===== config.mk =====
export PLATFORM = sky130hd
export DESIGN_NAME = sfsr_status_fault_srq
export DESIGN_NICKNAME = d
export VERILOG_FILES = /design/src/hdl/sfsr_pkg.sv /design/src/hdl/sfsr_status_fault_srq.sv
export VERILOG_INCLUDE_DIRS = /design/src /design/src/hdl
export SDC_FILE = /design/constraint.sdc
export NUM_CORES = 1
export LEC_CHECK = 0
export BUFFER_PORTS_ARGS = -buffer_cell sky130_fd_sc_hd__buf_2
export CAP_MARGIN = 20
export CORE_ASPECT_RATIO = 1.75
export CORE_UTILIZATION = 30
export CTS_CLUSTER_DIAMETER = 60
export DETAILED_ROUTE_END_ITERATION = 10
export HOLD_SLACK_MARGIN = 0.06
export SLEW_MARGIN = 30
export SYNTH_ARGS = -nofsm -noshare
export SYNTH_HDL_FRONTEND = slang
export SYNTH_SLANG_ARGS = --single-unit

===== constraint.sdc =====
create_clock -name core_clk -period 6.2 [get_ports core_clk]
set_input_delay 0 -clock core_clk [delete_from_list [all_inputs] [get_ports core_clk]]
set_output_delay 0 -clock core_clk [all_outputs]
set_load 0.01 [all_outputs]

===== src/hdl/sfsr_cfg.svh =====
`ifndef SFSR_CFG_SVH
`define SFSR_CFG_SVH

// status byte bit positions
`define SFSR_SUM_PROT_SUMMARY    0
`define SFSR_SUM_POWERUP         1
`define SFSR_SUM_PROG_FINISHED   2
`define SFSR_SUM_CMD_ISSUE       3
`define SFSR_SUM_MULTI_UNIT      4
`define SFSR_SUM_REQ_PENDING     6

// protection register bit positions
`define SFSR_PROT_OVERVOLT       0
`define SFSR_PROT_OVERCURRENT    1
`define SFSR_PROT_OVERTEMP       2
`define SFSR_PROT_VOLT_REG       4
`define SFSR_PROT_CURR_REG       5
`define SFSR_PROT_LIMIT          6

// configuration register field positions
`define SFSR_CFG_QUICK           0
`define SFSR_CFG_CROWBAR         1
`define SFSR_CFG_EXT_OFF         2
`define SFSR_CFG_TIMING_LO       4
`define SFSR_CFG_EXT_CTRL_LO     6

// defined bit masks
`define SFSR_PROT_MASK           8'h77
`define SFSR_SRQ_COND_MASK       8'h1d

// reset values
`define SFSR_SRQ_MASK_RST        8'h00
`define SFSR_TRIP_MASK_RST       8'h00
`define SFSR_TERM_RST            2'h0
`define SFSR_HEAD_RST            1'h1
`define SFSR_PATH_RST            5'h00
`define SFSR_ERR_RST             7'h00

// multi-unit path limits
`define SFSR_PATH_ALL            5'h10

`endif


===== src/hdl/sfsr_pkg.sv =====
package sfsr_pkg;

	typedef enum logic [4:0] {
		sfsr_srq_mask_write,
		sfsr_srq_mask_read,
		sfsr_trip_enable_write,
		sfsr_trip_enable_read,
		sfsr_read_status_byte,
		sfsr_read_trip_latch,
		sfsr_read_live_trips,
		sfsr_read_config_state,
		sfsr_term_write,
		sfsr_term_read,
		sfsr_head_write,
		sfsr_head_read,
		sfsr_err_read,
		sfsr_buffer_flush,
		sfsr_trigger,
		sfsr_path_write,
		sfsr_path_read,
		sfsr_path_root
	} sfsr_cmd_t;

	typedef enum logic [1:0] {
		sfsr_term_crlf,
		sfsr_term_cr,
		sfsr_term_lf,
		sfsr_term_eoi
	} sfsr_term_t;

	typedef enum {
		sfsr_idle,
		sfsr_holdoff
	} sfsr_accept_t;

endpackage


===== src/hdl/sfsr_status_fault_srq.sv =====
`timescale 1ns/1ns
`include "sfsr_cfg.svh"

// Function
// - status byte: protection summary, powerup, finished, issue, multi-unit, request pending
// - issue bit clears on error query, buffer flush, DCL or SDC
// - request pending bit clears when the controller serial-polls
// - powerup bit in status byte reply is set from reset until a serial poll; finished bit follows the program_finished pin
// - request raised when an enabled condition in bits 0,2,3,4 rises
// - protection bits: overvolt, overcurrent, overtemp, volt reg, current reg, limit
// - protection bits latch until read by the latched query, read clears
// - protection enable bits gate the same-position protection bits
// - live protection register with same layout, own query
// - config bits: quick response, crowbar fitted, external output off
// - config bits 5:4 give output on/off timing code
// - config bits 7:6 give external control state code
// - SRQ enable register written 0-255, query returns value in decimal
// - protection enable register written 0-255, query returns decimal
// - status, latched, live and config queries return decimal
// - terminator select 0 CR+LF, 1 CR, 2 LF, 3 EOI, queryable
// - header flag adds reply header when 1, none when 0
// - DCL or SDC resets path address to 0 and clears error
// - GET message acts exactly as the trigger command
// - hold-suffixed command holds off acceptance until execution completes
// - path 0-15 or 16 for all; query at 16 reads unit 0
// - error register keeps latest code, cleared by query, flush, DCL, SDC
module sfsr_status_fault_srq (
	input  wire logic                 core_clk,
	input  wire logic                 rstn,
	input  wire logic                 cmd_valid,
	input  wire sfsr_pkg::sfsr_cmd_t  cmd_code,
	input  wire logic [7:0]           cmd_data,
	input  wire logic                 cmd_hold,
	output logic                      cmd_ready,
	input  wire logic                 exec_done,
	output logic                      rsp_valid,
	output logic [7:0]                rsp_value,
	output logic [11:0]               rsp_bcd,
	output logic                      rsp_header,
	output logic [1:0]                rsp_term,
	output sfsr_pkg::sfsr_cmd_t       rsp_cmd,
	input  wire logic                 err_valid,
	input  wire logic [6:0]           err_code,
	input  wire logic                 gpib_clear,
	input  wire logic                 gpib_serial_poll,
	input  wire logic                 gpib_get,
	output logic                      trigger_pulse,
	output logic                      service_request,
	output logic [4:0]                path_addr,
	output logic [3:0]                reply_unit,
	input  wire logic                 overvolt_trip,
	input  wire logic                 overcurrent_trip,
	input  wire logic                 overtemp_trip,
	input  wire logic                 volt_regulating,
	input  wire logic                 current_regulating,
	input  wire logic                 limit_active,
	input  wire logic                 program_finished,
	input  wire logic                 multi_unit_link,
	input  wire logic                 quick_response,
	input  wire logic                 crowbar_fitted,
	input  wire logic                 ext_output_disable,
	input  wire logic                 onoff_timing_lo,
	input  wire logic                 onoff_timing_hi,
	input  wire logic                 ext_ctrl_state_lo,
	input  wire logic                 ext_ctrl_state_hi
);

	//****************************************************************
	// pin synchronisers
	//****************************************************************
	localparam int SYNC_W = 15;

	logic [SYNC_W-1:0] pin_raw;
	logic [SYNC_W-1:0] pin_meta_q;
	logic [SYNC_W-1:0] pin_q;

	assign pin_raw = {ext_ctrl_state_hi, ext_ctrl_state_lo,
		onoff_timing_hi, onoff_timing_lo, ext_output_disable,
		crowbar_fitted, quick_response, multi_unit_link,
		program_finished, limit_active, current_regulating,
		volt_regulating, overtemp_trip, overcurrent_trip,
		overvolt_trip};

	always_ff @(posedge core_clk or negedge rstn) begin
		if (!rstn) begin
			pin_meta_q <= '0;
			pin_q      <= '0;
		end else begin
			pin_meta_q <= pin_raw;
			pin_q      <= pin_meta_q;
		end
	end

	//****************************************************************
	// decoded live views
	//****************************************************************
	logic [7:0] live_prot;
	logic [7:0] config_state;
	logic       fin_live;
	logic       link_live;

	always_comb begin
		live_prot = 8'h00;
		live_prot[`SFSR_PROT_OVERVOLT]    = pin_q[0];
		live_prot[`SFSR_PROT_OVERCURRENT] = pin_q[1];
		live_prot[`SFSR_PROT_OVERTEMP]    = pin_q[2];
		live_prot[`SFSR_PROT_VOLT_REG]    = pin_q[3];
		live_prot[`SFSR_PROT_CURR_REG]    = pin_q[4];
		live_prot[`SFSR_PROT_LIMIT]       = pin_q[5];
	end

	assign fin_live = pin_q[6];
	assign link_live = pin_q[7];

	always_comb begin
		config_state = 8'h00;
		config_state[`SFSR_CFG_QUICK]   = pin_q[8];
		config_state[`SFSR_CFG_CROWBAR] = pin_q[9];
		config_state[`SFSR_CFG_EXT_OFF] = pin_q[10];
		config_state[`SFSR_CFG_TIMING_LO +: 2]   = pin_q[12:11];
		config_state[`SFSR_CFG_EXT_CTRL_LO +: 2] = pin_q[14:13];
	end

	//****************************************************************
	// command acceptance and hold-off
	//****************************************************************
	sfsr_pkg::sfsr_accept_t acc_q;
	logic                   take;

	assign take = cmd_valid && cmd_ready;

	always_ff @(posedge core_clk or negedge rstn) begin
		if (!rstn) begin
			acc_q     <= sfsr_pkg::sfsr_idle;
			cmd_ready <= 1'b1;
		end else begin
			case (acc_q)
				sfsr_pkg::sfsr_idle: begin
					if (take && cmd_hold) begin
						acc_q     <= sfsr_pkg::sfsr_holdoff;
						cmd_ready <= 1'b0;
					end
				end
				sfsr_pkg::sfsr_holdoff: begin
					if (exec_done) begin
						acc_q     <= sfsr_pkg::sfsr_idle;
						cmd_ready <= 1'b1;
					end
				end
				default: begin
					acc_q     <= sfsr_pkg::sfsr_idle;
					cmd_ready <= 1'b1;
				end
			endcase
		end
	end

	logic is_cmd;
	logic clr_issue;

	function automatic logic hit(input sfsr_pkg::sfsr_cmd_t c,
		input sfsr_pkg::sfsr_cmd_t want);
		hit = (c == want);
	endfunction

	assign is_cmd    = take;
	assign clr_issue = (is_cmd && (hit(cmd_code, sfsr_pkg::sfsr_err_read) ||
		hit(cmd_code, sfsr_pkg::sfsr_buffer_flush))) || gpib_clear;

	//****************************************************************
	// writable settings
	//****************************************************************
	logic [7:0] srq_enable_mask_q;
	logic [7:0] protection_enable_mask_q;
	logic [1:0] term_q;
	logic       head_q;

	always_ff @(posedge core_clk or negedge rstn) begin
		if (!rstn) begin
			srq_enable_mask_q        <= `SFSR_SRQ_MASK_RST;
			protection_enable_mask_q <= `SFSR_TRIP_MASK_RST;
			term_q                   <= `SFSR_TERM_RST;
			head_q                   <= `SFSR_HEAD_RST;
		end else if (is_cmd) begin
			case (cmd_code)
				sfsr_pkg::sfsr_srq_mask_write:
					srq_enable_mask_q <= cmd_data;
				sfsr_pkg::sfsr_trip_enable_write:
					protection_enable_mask_q <= cmd_data;
				sfsr_pkg::sfsr_term_write:
					if (cmd_data[7:2] == 6'h00) begin
						term_q <= cmd_data[1:0];
					end
				sfsr_pkg::sfsr_head_write:
					if (cmd_data[7:1] == 7'h00) begin
						head_q <= cmd_data[0];
					end
				default: begin
				end
			endcase
		end
	end

	//****************************************************************
	// multi-unit path address
	//****************************************************************
	always_ff @(posedge core_clk or negedge rstn) begin
		if (!rstn) begin
			path_addr  <= `SFSR_PATH_RST;
			reply_unit <= 4'h0;
		end else if (gpib_clear) begin
			path_addr  <= `SFSR_PATH_RST;
			reply_unit <= 4'h0;
		end else if (is_cmd && hit(cmd_code, sfsr_pkg::sfsr_path_root)) begin
			path_addr  <= `SFSR_PATH_RST;
			reply_unit <= 4'h0;
		end else if (is_cmd && hit(cmd_code, sfsr_pkg::sfsr_path_write) &&
			cmd_data <= {3'h0, `SFSR_PATH_ALL}) begin
			path_addr  <= cmd_data[4:0];
			reply_unit <= cmd_data[4] ? 4'h0 : cmd_data[3:0];
		end
	end

	//****************************************************************
	// error register
	//****************************************************************
	logic [6:0] err_q;

	always_ff @(posedge core_clk or negedge rstn) begin
		if (!rstn) begin
			err_q <= `SFSR_ERR_RST;
		end else if (err_valid) begin
			err_q <= err_code;
		end else if (clr_issue) begin
			err_q <= `SFSR_ERR_RST;
		end
	end

	//****************************************************************
	// latched protection events
	//****************************************************************
	logic [7:0] latched_protection_events_q;
	logic       trip_read;

	assign trip_read = is_cmd && hit(cmd_code, sfsr_pkg::sfsr_read_trip_latch);

	always_ff @(posedge core_clk or negedge rstn) begin
		if (!rstn) begin
			latched_protection_events_q <= 8'h00;
		end else begin
			latched_protection_events_q <=
				((trip_read ? 8'h00 : latched_protection_events_q) |
				live_prot) & `SFSR_PROT_MASK;
		end
	end

	//****************************************************************
	// status byte
	//****************************************************************
	logic       issue_q;
	logic       powerup_flag_q;
	logic       request_pending_q;
	logic       prot_summary;
	logic [7:0] status_summary_byte;
	logic [7:0] srq_cond;
	logic [7:0] srq_cond_prev_q;
	logic       srq_rise;

	assign prot_summary = |(latched_protection_events_q &
		protection_enable_mask_q);

	always_ff @(posedge core_clk or negedge rstn) begin
		if (!rstn) begin
			issue_q <= 1'b0;
		end else if (err_valid) begin
			issue_q <= 1'b1;
		end else if (clr_issue) begin
			issue_q <= 1'b0;
		end
	end

	always_ff @(posedge core_clk or negedge rstn) begin
		if (!rstn) begin
			powerup_flag_q <= 1'b1;
		end else if (gpib_serial_poll) begin
			powerup_flag_q <= 1'b0;
		end
	end

	always_comb begin
		status_summary_byte = 8'h00;
		status_summary_byte[`SFSR_SUM_PROT_SUMMARY]  = prot_summary;
		status_summary_byte[`SFSR_SUM_POWERUP]       = powerup_flag_q;
		status_summary_byte[`SFSR_SUM_PROG_FINISHED] = fin_live;
		status_summary_byte[`SFSR_SUM_CMD_ISSUE]     = issue_q;
		status_summary_byte[`SFSR_SUM_MULTI_UNIT]    = link_live;
		status_summary_byte[`SFSR_SUM_REQ_PENDING]   = request_pending_q;
	end

	assign srq_cond = status_summary_byte & srq_enable_mask_q &
		`SFSR_SRQ_COND_MASK;
	assign srq_rise = |(srq_cond & ~srq_cond_prev_q);

	always_ff @(posedge core_clk or negedge rstn) begin
		if (!rstn) begin
			srq_cond_prev_q   <= 8'h00;
			request_pending_q <= 1'b0;
			service_request   <= 1'b0;
		end else begin
			srq_cond_prev_q <= srq_cond;
			if (srq_rise) begin
				request_pending_q <= 1'b1;
				service_request   <= 1'b1;
			end else if (gpib_serial_poll) begin
				request_pending_q <= 1'b0;
				service_request   <= 1'b0;
			end
		end
	end

	//****************************************************************
	// trigger
	//****************************************************************
	always_ff @(posedge core_clk or negedge rstn) begin
		if (!rstn) begin
			trigger_pulse <= 1'b0;
		end else begin
			trigger_pulse <= gpib_get ||
				(is_cmd && hit(cmd_code, sfsr_pkg::sfsr_trigger));
		end
	end

	//****************************************************************
	// query replies
	//****************************************************************
	function automatic logic [11:0] to_bcd(input logic [7:0] v);
		logic [19:0] s;
		s = {12'h000, v};
		for (int i = 0; i < 8; i++) begin
			if (s[11:8] > 4'h4) s[11:8] = s[11:8] + 4'h3;
			if (s[15:12] > 4'h4) s[15:12] = s[15:12] + 4'h3;
			if (s[19:16] > 4'h4) s[19:16] = s[19:16] + 4'h3;
			s = {s[18:0], 1'b0};
		end
		to_bcd = s[19:8];
	endfunction

	logic [7:0] q_val;
	logic       q_hit;

	always_comb begin
		q_val = 8'h00;
		q_hit = 1'b1;
		case (cmd_code)
			sfsr_pkg::sfsr_srq_mask_read:     q_val = srq_enable_mask_q;
			sfsr_pkg::sfsr_trip_enable_read:
				q_val = protection_enable_mask_q;
			sfsr_pkg::sfsr_read_status_byte:  q_val = status_summary_byte;
			sfsr_pkg::sfsr_read_trip_latch:
				q_val = latched_protection_events_q;
			sfsr_pkg::sfsr_read_live_trips:   q_val = live_prot;
			sfsr_pkg::sfsr_read_config_state: q_val = config_state;
			sfsr_pkg::sfsr_term_read:         q_val = {6'h00, term_q};
			sfsr_pkg::sfsr_head_read:         q_val = {7'h00, head_q};
			sfsr_pkg::sfsr_err_read:          q_val = {1'b0, err_q};
			sfsr_pkg::sfsr_path_read:         q_val = {3'h0, path_addr};
			default:                          q_hit = 1'b0;
		endcase
	end

	always_ff @(posedge core_clk or negedge rstn) begin
		if (!rstn) begin
			rsp_valid  <= 1'b0;
			rsp_value  <= 8'h00;
			rsp_bcd    <= 12'h000;
			rsp_header <= `SFSR_HEAD_RST;
			rsp_term   <= `SFSR_TERM_RST;
			rsp_cmd    <= sfsr_pkg::sfsr_srq_mask_write;
		end else begin
			rsp_valid <= is_cmd && q_hit;
			if (is_cmd && q_hit) begin
				rsp_value  <= q_val;
				rsp_bcd    <= to_bcd(q_val);
				rsp_header <= head_q;
				rsp_term   <= term_q;
				rsp_cmd    <= cmd_code;
			end
		end
	end

endmodule


# After elaboration in Yosys (flattened, before gate mapping)

Cells that the tools add are included.

Flip-flop bits (word level): 139

Multiplexer cells: 34
Order comparisons: 8
Equality and inequality tests: 20
Reductions and logical operators: 27
Bitwise gates (word level): 5
$add $sub $neg: 7

Operator list:

| kind                  | number |
|---|---|
| $pmux W8 S10          | 1 |
| $mux W32              | 2 |
| $mux W4               | 16 |
| $pmux W32 S2          | 1 |
| $eq A5 B4 Y1 const B  | 8 |
| $eq A32 B1 Y1 const B | 1 |
| $logic_not A32 Y1     | 1 |
| $mux W7               | 3 |
| $add A4 B2 Y4 const B | 5 |
| $eq A5 B3 Y1 const B  | 4 |
| $gt A4 B3 Y1 const B  | 5 |
| $reduce_or A8 Y1      | 2 |
| $mux W5               | 3 |
| $eq A5 B2 Y1 const B  | 2 |
| $eq A5 B5 Y1 const B  | 2 |
| $reduce_or A10 Y1     | 1 |
| $logic_and A1 B1 Y1   | 9 |
| $add A3 B2 Y4 const B | 2 |
| $and A5 B8 Y8         | 1 |
| $and A7 B8 Y8         | 1 |
| $le A8 B5 Y1 const B  | 1 |
| $not A5 Y8            | 1 |
| $logic_not A7 Y1      | 1 |
| $mux W1               | 7 |
| other kinds (13)      | 21 |

# Depth between registers and ports, before layout

Gate-level depths: netlist of run 1.

Depth in word-level cells: 17
Mapped depth: 31

# Worst setup path before layout of run 1

Ideal clock, no wire load.

Path kind: reg-to-reg
Start: register protection_enable_mask_q[5]
End: register rsp_bcd[1]
Path slack: 742 ps
Arrival: 5376 ps
Setup time: 82 ps
Clock period less this slack: 5458 ps
Cell stages (with the launch flop): 29
Cells stage by stage: dfrtp_1 mux2_2 a221oi_4 ha_1 inv_1 ha_1 inv_1 xnor2_4 ha_1 nand3_2 a21o_1 and2_1 ha_1 inv_1 a31oi_1 xnor2_1 ha_1 clkbuf_1 nand2_1 nor3b_1 o22a_2 xnor2_1 inv_1 ha_1 nor2_1 o221ai_1 o31ai_1 or3_1 a31oi_1

Cells in the longest elaborated chain, start to end: 15

RTL lines:

| what                                                 | line                         | RTL |
|---|---|---|
| start, declared                                      | sfsr_status_fault_srq.sv:174 | `logic [7:0] protection_enable_mask_q;` |
| start signal, assigned                               | sfsr_status_fault_srq.sv:181 | `` protection_enable_mask_q <= `SFSR_TRIP_MASK_RST; `` |
| start signal, assigned                               | sfsr_status_fault_srq.sv:189 | `protection_enable_mask_q <= cmd_data;` |
| $pmux W8 S10 *                                       | sfsr_status_fault_srq.sv:354 | `case (cmd_code)` |
| $add A3 B2 Y4 / $gt A3 B3 Y1 (equally long branches) | sfsr_status_fault_srq.sv:340 | `if (s[11:8] > 4'h4) s[11:8] = s[11:8] + 4'h3;` |
| $mux W4 *                                            | sfsr_status_fault_srq.sv:340 |  |
| $mux W4 *                                            | sfsr_status_fault_srq.sv:381 | `if (is_cmd && q_hit) begin` |
| $add A4 B2 Y4 / $gt A4 B3 Y1 (equally long branches) | sfsr_status_fault_srq.sv:340 |  |
| $mux W4 *                                            | sfsr_status_fault_srq.sv:340 |  |
| $mux W4 *                                            | sfsr_status_fault_srq.sv:381 |  |
| $add A4 B2 Y4 / $gt A4 B3 Y1 (equally long branches) | sfsr_status_fault_srq.sv:340 |  |
| $mux W4 *                                            | sfsr_status_fault_srq.sv:340 |  |
| $mux W4 *                                            | sfsr_status_fault_srq.sv:381 |  |
| $gt A4 B3 Y1 / $add A4 B2 Y4 (equally long branches) | sfsr_status_fault_srq.sv:340 |  |
| $mux W4 *                                            | sfsr_status_fault_srq.sv:340 |  |
| $mux W4 *                                            | sfsr_status_fault_srq.sv:381 |  |
| $gt A4 B3 Y1 *                                       | sfsr_status_fault_srq.sv:340 |  |
| $mux W4 *                                            | sfsr_status_fault_srq.sv:340 |  |
| end signal, assigned                                 | sfsr_status_fault_srq.sv:383 | `rsp_bcd <= to_bcd(q_val);` |
| end, declared                                        | sfsr_status_fault_srq.sv:38  | `output logic [11:0] rsp_bcd,` |

Every way passes the cells marked *; elsewhere a longest branch is shown, timed or not. The select of a mux whose other input is x is not followed.
A chain may end at the register's enable or synchronous reset.

# Worst setup path after layout of run 1

Start: register pin_q[5]
End: register rsp_bcd[1]

Cells in the longest elaborated chain, start to end: 15

RTL lines:

| what                                                 | line                         | RTL |
|---|---|---|
| start, declared                                      | sfsr_status_fault_srq.sv:75  | `logic [SYNC_W-1:0] pin_q;` |
| start signal, assigned                               | sfsr_status_fault_srq.sv:90  | `pin_q <= pin_meta_q;` |
| $pmux W8 S10 *                                       | sfsr_status_fault_srq.sv:354 |  |
| $add A3 B2 Y4 / $gt A3 B3 Y1 (equally long branches) | sfsr_status_fault_srq.sv:340 |  |
| $mux W4 *                                            | sfsr_status_fault_srq.sv:340 |  |
| $mux W4 *                                            | sfsr_status_fault_srq.sv:381 |  |
| $add A4 B2 Y4 / $gt A4 B3 Y1 (equally long branches) | sfsr_status_fault_srq.sv:340 |  |
| $mux W4 *                                            | sfsr_status_fault_srq.sv:340 |  |
| $mux W4 *                                            | sfsr_status_fault_srq.sv:381 |  |
| $gt A4 B3 Y1 / $add A4 B2 Y4 (equally long branches) | sfsr_status_fault_srq.sv:340 |  |
| $mux W4 *                                            | sfsr_status_fault_srq.sv:340 |  |
| $mux W4 *                                            | sfsr_status_fault_srq.sv:381 |  |
| $add A4 B2 Y4 / $gt A4 B3 Y1 (equally long branches) | sfsr_status_fault_srq.sv:340 |  |
| $mux W4 *                                            | sfsr_status_fault_srq.sv:340 |  |
| $mux W4 *                                            | sfsr_status_fault_srq.sv:381 |  |
| $gt A4 B3 Y1 *                                       | sfsr_status_fault_srq.sv:340 |  |
| $mux W4 *                                            | sfsr_status_fault_srq.sv:340 |  |

Marks and branches as above.

==> results.cfg, run 1 <==
[synthesis]
yosysSeqAreaShare = 0.515
synth_edf_count = 0
ys_types = 76
synth_seq_cells = 107
synth_area_um2 = 5210
ys_async_sr_fraction = 1.00
ys_warn_count = 0
synthFlopType = dfrtp_1
synthCells = 489
synth.avg_cell_area_um2 = 10.7

[setup_path]
cp_slowest_stage_delay_ps = 400
start_kind = flop
endpoint_kind = flop
timing.rr.end = rsp_bcd[1]
reg2reg_depth = 27
cp_data_arrival_time_ps = 6080
regToRegSetupSlack_ps = 400
path_max_fanout = 8
cp.buffers_inverters = 4
cp_data_required_time_ps = 6470
crit_family = compound AO/OA/AOI/OAI gates
critPathKind = flop to flop
r2r_start = pin_q[5]
slowest_stage = o31ai_2

[floorplanning]
initial_utilization = 0.307
rows = 63
fp.dieArea_um2 = 17900
die_y_um = 176
core-area_um2 = 16900
io_pins = 85
die_w_um = 102

[hold_path]
min_path_type = input pin to flop
min_from = cmd_code[2]
min_to = trigger_pulse
holdPathStages = 3

[global_routing]
grt_max_degree = 68
grt.total_usage = 0.172
grt_pass1_wl_um = 23000
globalRouteOverflowTotal = 0
antenna_found_initial = 0
first_global_vias = 4428

[status]
status = finished clean

[sta]
clock_skew_ps = 11.1
max_slew_margin = 0.344
rsz0062_at_grt = false
setup_viol = 0
fin_crit_sh = 0.936
finalCriticalPeriod_ps = 5800
clock.fmax_mhz = 172
worst_pin_slew_ps = 976
final_max_slew_viol_count = 0
hold_viol = 0
fin_ws_ps = 397

[route]
remaining_drc_errors = 0
drt_pass1_iterations = 5
vias_per_cell = 5.16
wl_per_cell_um = 17.3
wl_um = 14800
first_iter_violations = 264
routed-via-count = 4400
ant_nets = 0

[layout]
syn_to_final_growth_pct = 28.3
nNetsFinal = 673
fin_area_um2 = 6690
antenna_cells = 0
final_layout_size_suffix_gt1_frac = 0.264
fin_cells = 852
utilization = 0.395
fillers = 1630

[cts]
cts_tree = yes
cts_root_buf = clkbuf_16
clkLatencyLatePin_ps = 350
cts_buffers = 9
clock_path_buffers = 2
path_clk_slew_ps = 70
cts.sinks = 107
cts_htree_levels = 3

[placed_design]
preCtsSetupSlack_ps = -38.6
dpl.cell_count = 784
dp_hpwl_um = 11200
post_dp_cell_area_um2 = 5840
gp_congestion = 0.958
numPortBuffers = 82

[pwr]
p_leak_nw = 3.06
irDropWorstVdd_v = 0.000125
power_density_nw_per_um2 = 258

[job]
cap_violations = 0
## metal layers
metal  vias to the layer above  share of wire  track usage
met3                        58          0.032       0.0194
met5                         -              0            0
met2                       176           0.55        0.318
li1                       2030              -            -
met4                         0          0.067        0.132
met1                      2136           0.35        0.170
## cell families after synthesis
| family | count (synthesis) | synth area share |
|---|---|---|
| fa+ha+maj | 9 | 0.0216 |
| buf+inv | 42 | 0.0382 |
| compound gates | 119 | 0.171 |
| xor+xnor | 4 | 0.0103 |
| simple gates | 172 | 0.168 |
| other cells | 1 | 0.000720 |
| mux | 35 | 0.0754 |
| flops | 107 | 0.515 |
## metrics by stage
| step | hold WS [ps] | power [W] | setup TNS [ps] |
|---|---|---|---|
| 6_report | 97.1 | 0.00173 | 0 |
| 5_1_grt | 122 | 0.00183 | 0 |
| 4_1_cts | 84.4 | 0.00174 | 0 |
| 3_5_place_dp | 14.7 | 0.00115 | -66.1 |
| 3_3_place_gp | 14.3 | 0.00114 | 0 |
| 2_1_floorplan | -296 | 0.00101 | 0 |
## cell type report
| cell class | count | area (um2) | share of cell area |
|---|---|---|---|
| clock buffers | 10 | 239 | 0.0357 |
| clock inverters | 6 | 58.8 | 0.00879 |
| inverters | 19 | 71.3 | 0.0107 |
| multi-input cells | 341 | 2370 | 0.354 |
| flip-flops and latches | 107 | 2680 | 0.401 |
| well taps | 227 | 284 | 0.0425 |
| repair buffers | 142 | 986 | 0.147 |
## cells in the final DEF (no fill, tap or decap), types with 8 or more instances in the layout
cell type,instances
o21ai_0,17
buf_2,81
and2_1,9
mux2i_1,10
buf_4,12
nand2_1,70
dlygate4sd3_1,49
nor3_1,9
nor2_1,18
nand3_1,21
dfrtp_1,103
clkbuf_16,9
a21oi_1,24
mux2_2,24
a31oi_1,8
a21o_1,10
inv_1,19
## Yosys cell counts (4+ instances only)
| cell type | number | share of area |
|---|---|---|
| dfrtp_1 | 103 | 0.49 |
| nand2_1 | 70 | 0.050 |
| a21oi_1 | 24 | 0.023 |
| mux2_2 | 24 | 0.052 |
| nand3_1 | 21 | 0.020 |
| inv_1 | 19 | 0.014 |
| nor2_1 | 18 | 0.013 |
| o21ai_0 | 17 | 0.016 |
| a21o_1 | 10 | 0.014 |
| clkbuf_1 | 10 | 0.0072 |
| mux2i_1 | 10 | 0.019 |
| nor3_1 | 10 | 0.0096 |
| and2_1 | 9 | 0.011 |
| ha_1 | 9 | 0.022 |
| a31oi_1 | 8 | 0.0096 |
| buf_4 | 8 | 0.012 |
| a22o_1 | 7 | 0.012 |
| a22oi_1 | 6 | 0.0086 |
| and3_1 | 6 | 0.0072 |
| a221oi_1 | 4 | 0.0067 |
| a32oi_1 | 4 | 0.0067 |
| dfstp_2 | 4 | 0.020 |
| nand3b_1 | 4 | 0.0058 |
| o211ai_1 | 4 | 0.0058 |
| or3_1 | 4 | 0.0048 |
## report_power, final
group	switching, W	internal, W
clock network	0.000274	0.000291
logic	0.000188	0.000154
registers	0.0000481	0.000772
total	0.000511	0.00122
## worst reg2reg max path, cell delays in order (launching register included)
cell and delay (ps):
dfrtp_1 390, mux2i_1 210, a211oi_2 130, nor3_2 260
ha_1 250, inv_1 60, ha_1 240, inv_1 180
xnor2_4 170, ha_2 290, nand3_2 150, a21o_1 250
and2_1 210, ha_1 240, inv_1 210, a31oi_1 170
xnor2_2 260, ha_4 210, nand2_1 90, o21ai_1 100
a31oi_1 80, o22a_2 290, xnor2_1 220, inv_1 70
ha_1 240, o31ai_2 410, o21ai_0 140, a31oi_1 210
## what timing repair did
| action | in CTS | in global routing |
|---|---|---|
| hold endpoints to repair | 99 | 0 |
| setup buffers | 0 | 3 |
| endpoints found under the setup margin | 0 | 7 |
| resized for setup | 0 | 6 |
| hold buffers | 49 | 0 |
## state kept, by name (all words and copies together) (netlist names), 2 cells and up
register and count:
srq_enable_mask_q 8, pin_meta_q 15, rsp_cmd 5, term_q 2, rsp_bcd 9, rsp_term 2
rsp_value 8, path_addr 5, srq_cond_prev_q 4, reply_unit 4, pin_q 15, protection_enable_mask_q 8
latched_protection_events_q 6, err_q 7
## how the worst max path moves through the flow
| stage | from | to | slack [ps] | cells after the start |
|---|---|---|---|---|
| 3_5_place_dp | cmd_code[2] | rsp_bcd[1] | -40 | 28 |
| 4_1_cts | pin_q[5] | rsp_bcd[1] | 30 | 27 |
| 3_3_place_gp | cmd_code[2] | rsp_bcd[2] | 370 | 27 |
| 2_1_floorplan | protection_enable_mask_q[5] | rsp_bcd[1] | 740 | 28 |
| 5_1_grt | pin_q[5] | rsp_bcd[1] | 10 | 28 |
| 6_report | pin_q[5] | rsp_bcd[1] | 400 | 27 |
(Power assumes the default switching activity.)
==> run 2: changes to the inputs <==
--- a/config.mk
+++ b/config.mk
@@ -6,6 +6,7 @@
 export SDC_FILE = /design/constraint.sdc
 export NUM_CORES = 1
 export LEC_CHECK = 0
+export ABC_AREA = 1
 export BUFFER_PORTS_ARGS = -buffer_cell sky130_fd_sc_hd__buf_2
 export CAP_MARGIN = 20
 export CORE_ASPECT_RATIO = 1.75
==> run 2 against run 1 <==
  * Final area is 1.8% lower
  * Clock-buffer cell count grew 1
  * Combinational power grew 15%
  * Final cell count rose by 13%
  * Sequential share of layout area increased by 0.73 points
  * Largest power group unchanged
==> results.cfg, run 2 <==
[floorplanning]
die_w_um = 100
rows = 62
fp.dieArea_um2 = 17400
initial_utilization = 0.308
io_pins = 85
core-area_um2 = 16400
die_y_um = 174

[setup_path]
cp.buffers_inverters = 12
timing.rr.end = rsp_bcd[8]
path_common_cell = inv_1
crit_family = simple AND/OR/NAND/NOR gates
reg2reg_depth = 34
path_max_fanout = 6
cp_data_arrival_time_ps = 5360
regToRegSetupSlack_ps = 1650
cp_data_required_time_ps = 6490
start_kind = input pin
r2r_start = protection_enable_mask_q[6]
critPathKind = input pin to flop
endpoint_kind = flop
worstSetupStartpoint = cmd_code[1]
cp.depth = 38
slowest_stage = dlygate4sd3_1
cp_slowest_stage_delay_ps = 560
worstSetupEndpoint = rsp_bcd[8]

[route]
wl_per_cell_um = 14.6
vias_per_cell = 4.54
drt_pass1_iterations = 4
first_iter_violations = 235
wl_um = 14100
routed-via-count = 4372
remaining_drc_errors = 0
ant_nets = 0

[sta]
finalCriticalPeriod_ps = 5060
worst_pin_slew_ps = 585
clock_skew_ps = 10.9
clock.fmax_mhz = 197
fin_crit_sh = 0.817
fin_setup_tns_ps = 0
max_slew_margin = 0.607
setup_viol = 0
final_max_slew_viol_count = 0
rsz0062_at_grt = false
fin_ws_ps = 1140
hold_viol = 0

[synthesis]
synthCells = 593
synth_edf_count = 0
synthXorXnorAreaFrac = 0
netlist_top_cells_area = dfrtp_1 (51%), nand2_1 (13%), inv_1 (5.4%)
synth_common_cells = nand2_1 (169), dfrtp_1 (103), inv_1 (73), o21ai_0 (42), nand3_1 (36)
synth_seq_cells = 107
synth_top_area_frac = 0.509
synth.area.mux_share = 0
synth_fa_ha_area_frac = 0.0223
ys_warn_count = 0
synth_top_family_by_area = simple AND/OR/NAND/NOR gates
yosysTopAreaCell = dfrtp_1
yosysMostFrequentCell = nand2_1
ys_types = 44
synthFlopType = dfrtp_1
synth.avg_cell_area_um2 = 8.53
synthSimpleGateAreaFrac = 0.269
synth_area_um2 = 5060
ys_async_sr_fraction = 1.00
yosysSeqAreaShare = 0.530
synth_compound_area_frac = 0.102

[global_routing]
grt_max_degree = 70
antenna_found_initial = 0
globalRouteOverflowTotal = 0
grt_pass1_wl_um = 22600
first_global_vias = 4482
grt.total_usage = 0.171

[job]
cap_violations = 0

[cts]
cts_buffers = 9
cts-hold-fix-buffers = 54
clock_path_buffers = 2
path_clk_slew_ps = 80
clkLatencyLatePin_ps = 350
cts_root_buf = clkbuf_16
cts.sinks = 107
cts_setup_buffers = 0
cts_htree_levels = 3
cts_tree = yes
cts_resized = 0

[status]
status = finished clean

[layout]
final_layout_size_suffix_gt1_frac = 0.212
fillers = 1730
syn_to_final_growth_pct = 29.8
largestRegisters = pin_meta_q: 15 flops, pin_q: 15 flops, rsp_bcd: 9 flops
antenna_cells = 0
fin_cells = 964
nNetsFinal = 788
layout_commonest_cell = nand2_1
final_cell_mix = nand2_1 (169), dfrtp_1 (103), buf_2 (81), inv_1 (73), dlygate4sd3_1 (54)

[placed_design]
dpl.cell_count = 893
numPortBuffers = 82
preCtsSetupSlack_ps = 1410
gp_congestion = 0.971
dp_hpwl_um = 10900

[pwr]
power_density_nw_per_um2 = 273
irDropWorstVdd_v = 0.000134
p_leak_nw = 3.43

[hold_path]
min_path_type = input pin to flop
## run 2: changes by cell type after synthesis, sizes merged, moves of 16 or more
cell,before,now
nand2,70,179
mux2,24,0
a21oi,24,8
nor2,18,47
nand3,22,45
o21ai,21,50
inv,19,87
## run 2: how the worst min path moves through the flow
stage | from | to | slack (ps) | depth (start not counted)
2_1_floorplan | rstn | acc_q[0] | -300 | 0
3_3_place_gp | rstn | pin_meta_q[3] | 4 | 1
3_5_place_dp | rstn | pin_meta_q[6] | 6 | 1
4_1_cts | cmd_data[4] | path_addr[4] | 60 | 3
5_1_grt | cmd_data[4] | path_addr[4] | 70 | 3
6_report | cmd_data[4] | path_addr[4] | 60 | 3
## run 2: metrics by stage
step / instance area [um2] / power, W / utilization / hold slack (ps)
after global routing: 6570 / 0.00190 / 0.399 / 67.0
after CTS: 6540 / 0.00181 / 0.398 / 60.5
after global placement: 5730 / 0.00124 / 0.349 / 4.36
after detailed placement: 5730 / 0.00125 / 0.349 / 5.78
after floorplan: 5060 / 0.00109 / - / -296
final: 6570 / 0.00179 / 0.399 / 62.9
## run 2: cell type report
cell class / count / area (um2) / share of cell area
clock buffers: 11 / 233 / 0.0354
clock inverters: 5 / 36.3 / 0.00552
inverters: 88 / 330 / 0.0503
multi-input cells: 388 / 2000 / 0.304
flip-flops and latches: 107 / 2680 / 0.408
well taps: 224 / 280 / 0.0427
repair buffers: 141 / 1010 / 0.154
## run 2: kinds of logic after synthesis
kind of cell / count (synthesis)
simple gates: 291
flops: 107
buf+inv: 99
compound gates: 86
fa+ha+maj: 9
other cells: 1
## run 2: per-layer routing
metal | GRT usage | part of all wire
met2 | 0.327 | 0.57
met4 | 0.0894 | 0.040
met1 | 0.176 | 0.36
met5 | 0 | 0
met3 | 0.0214 | 0.028
## run 2: tightest hold or removal path, cell delays in order
cell     delay (ps)
buf_2            80
inv_1           130
a21oi_1         150
## run 2: report_power, final
| group | total [W] | internal (W) | switching, W |
|---|---|---|---|
| Sequential | 0.000870 | 0.000803 | 0.0000674 |
| Clock | 0.000530 | 0.000275 | 0.000255 |
| Combinational | 0.000392 | 0.000160 | 0.000232 |
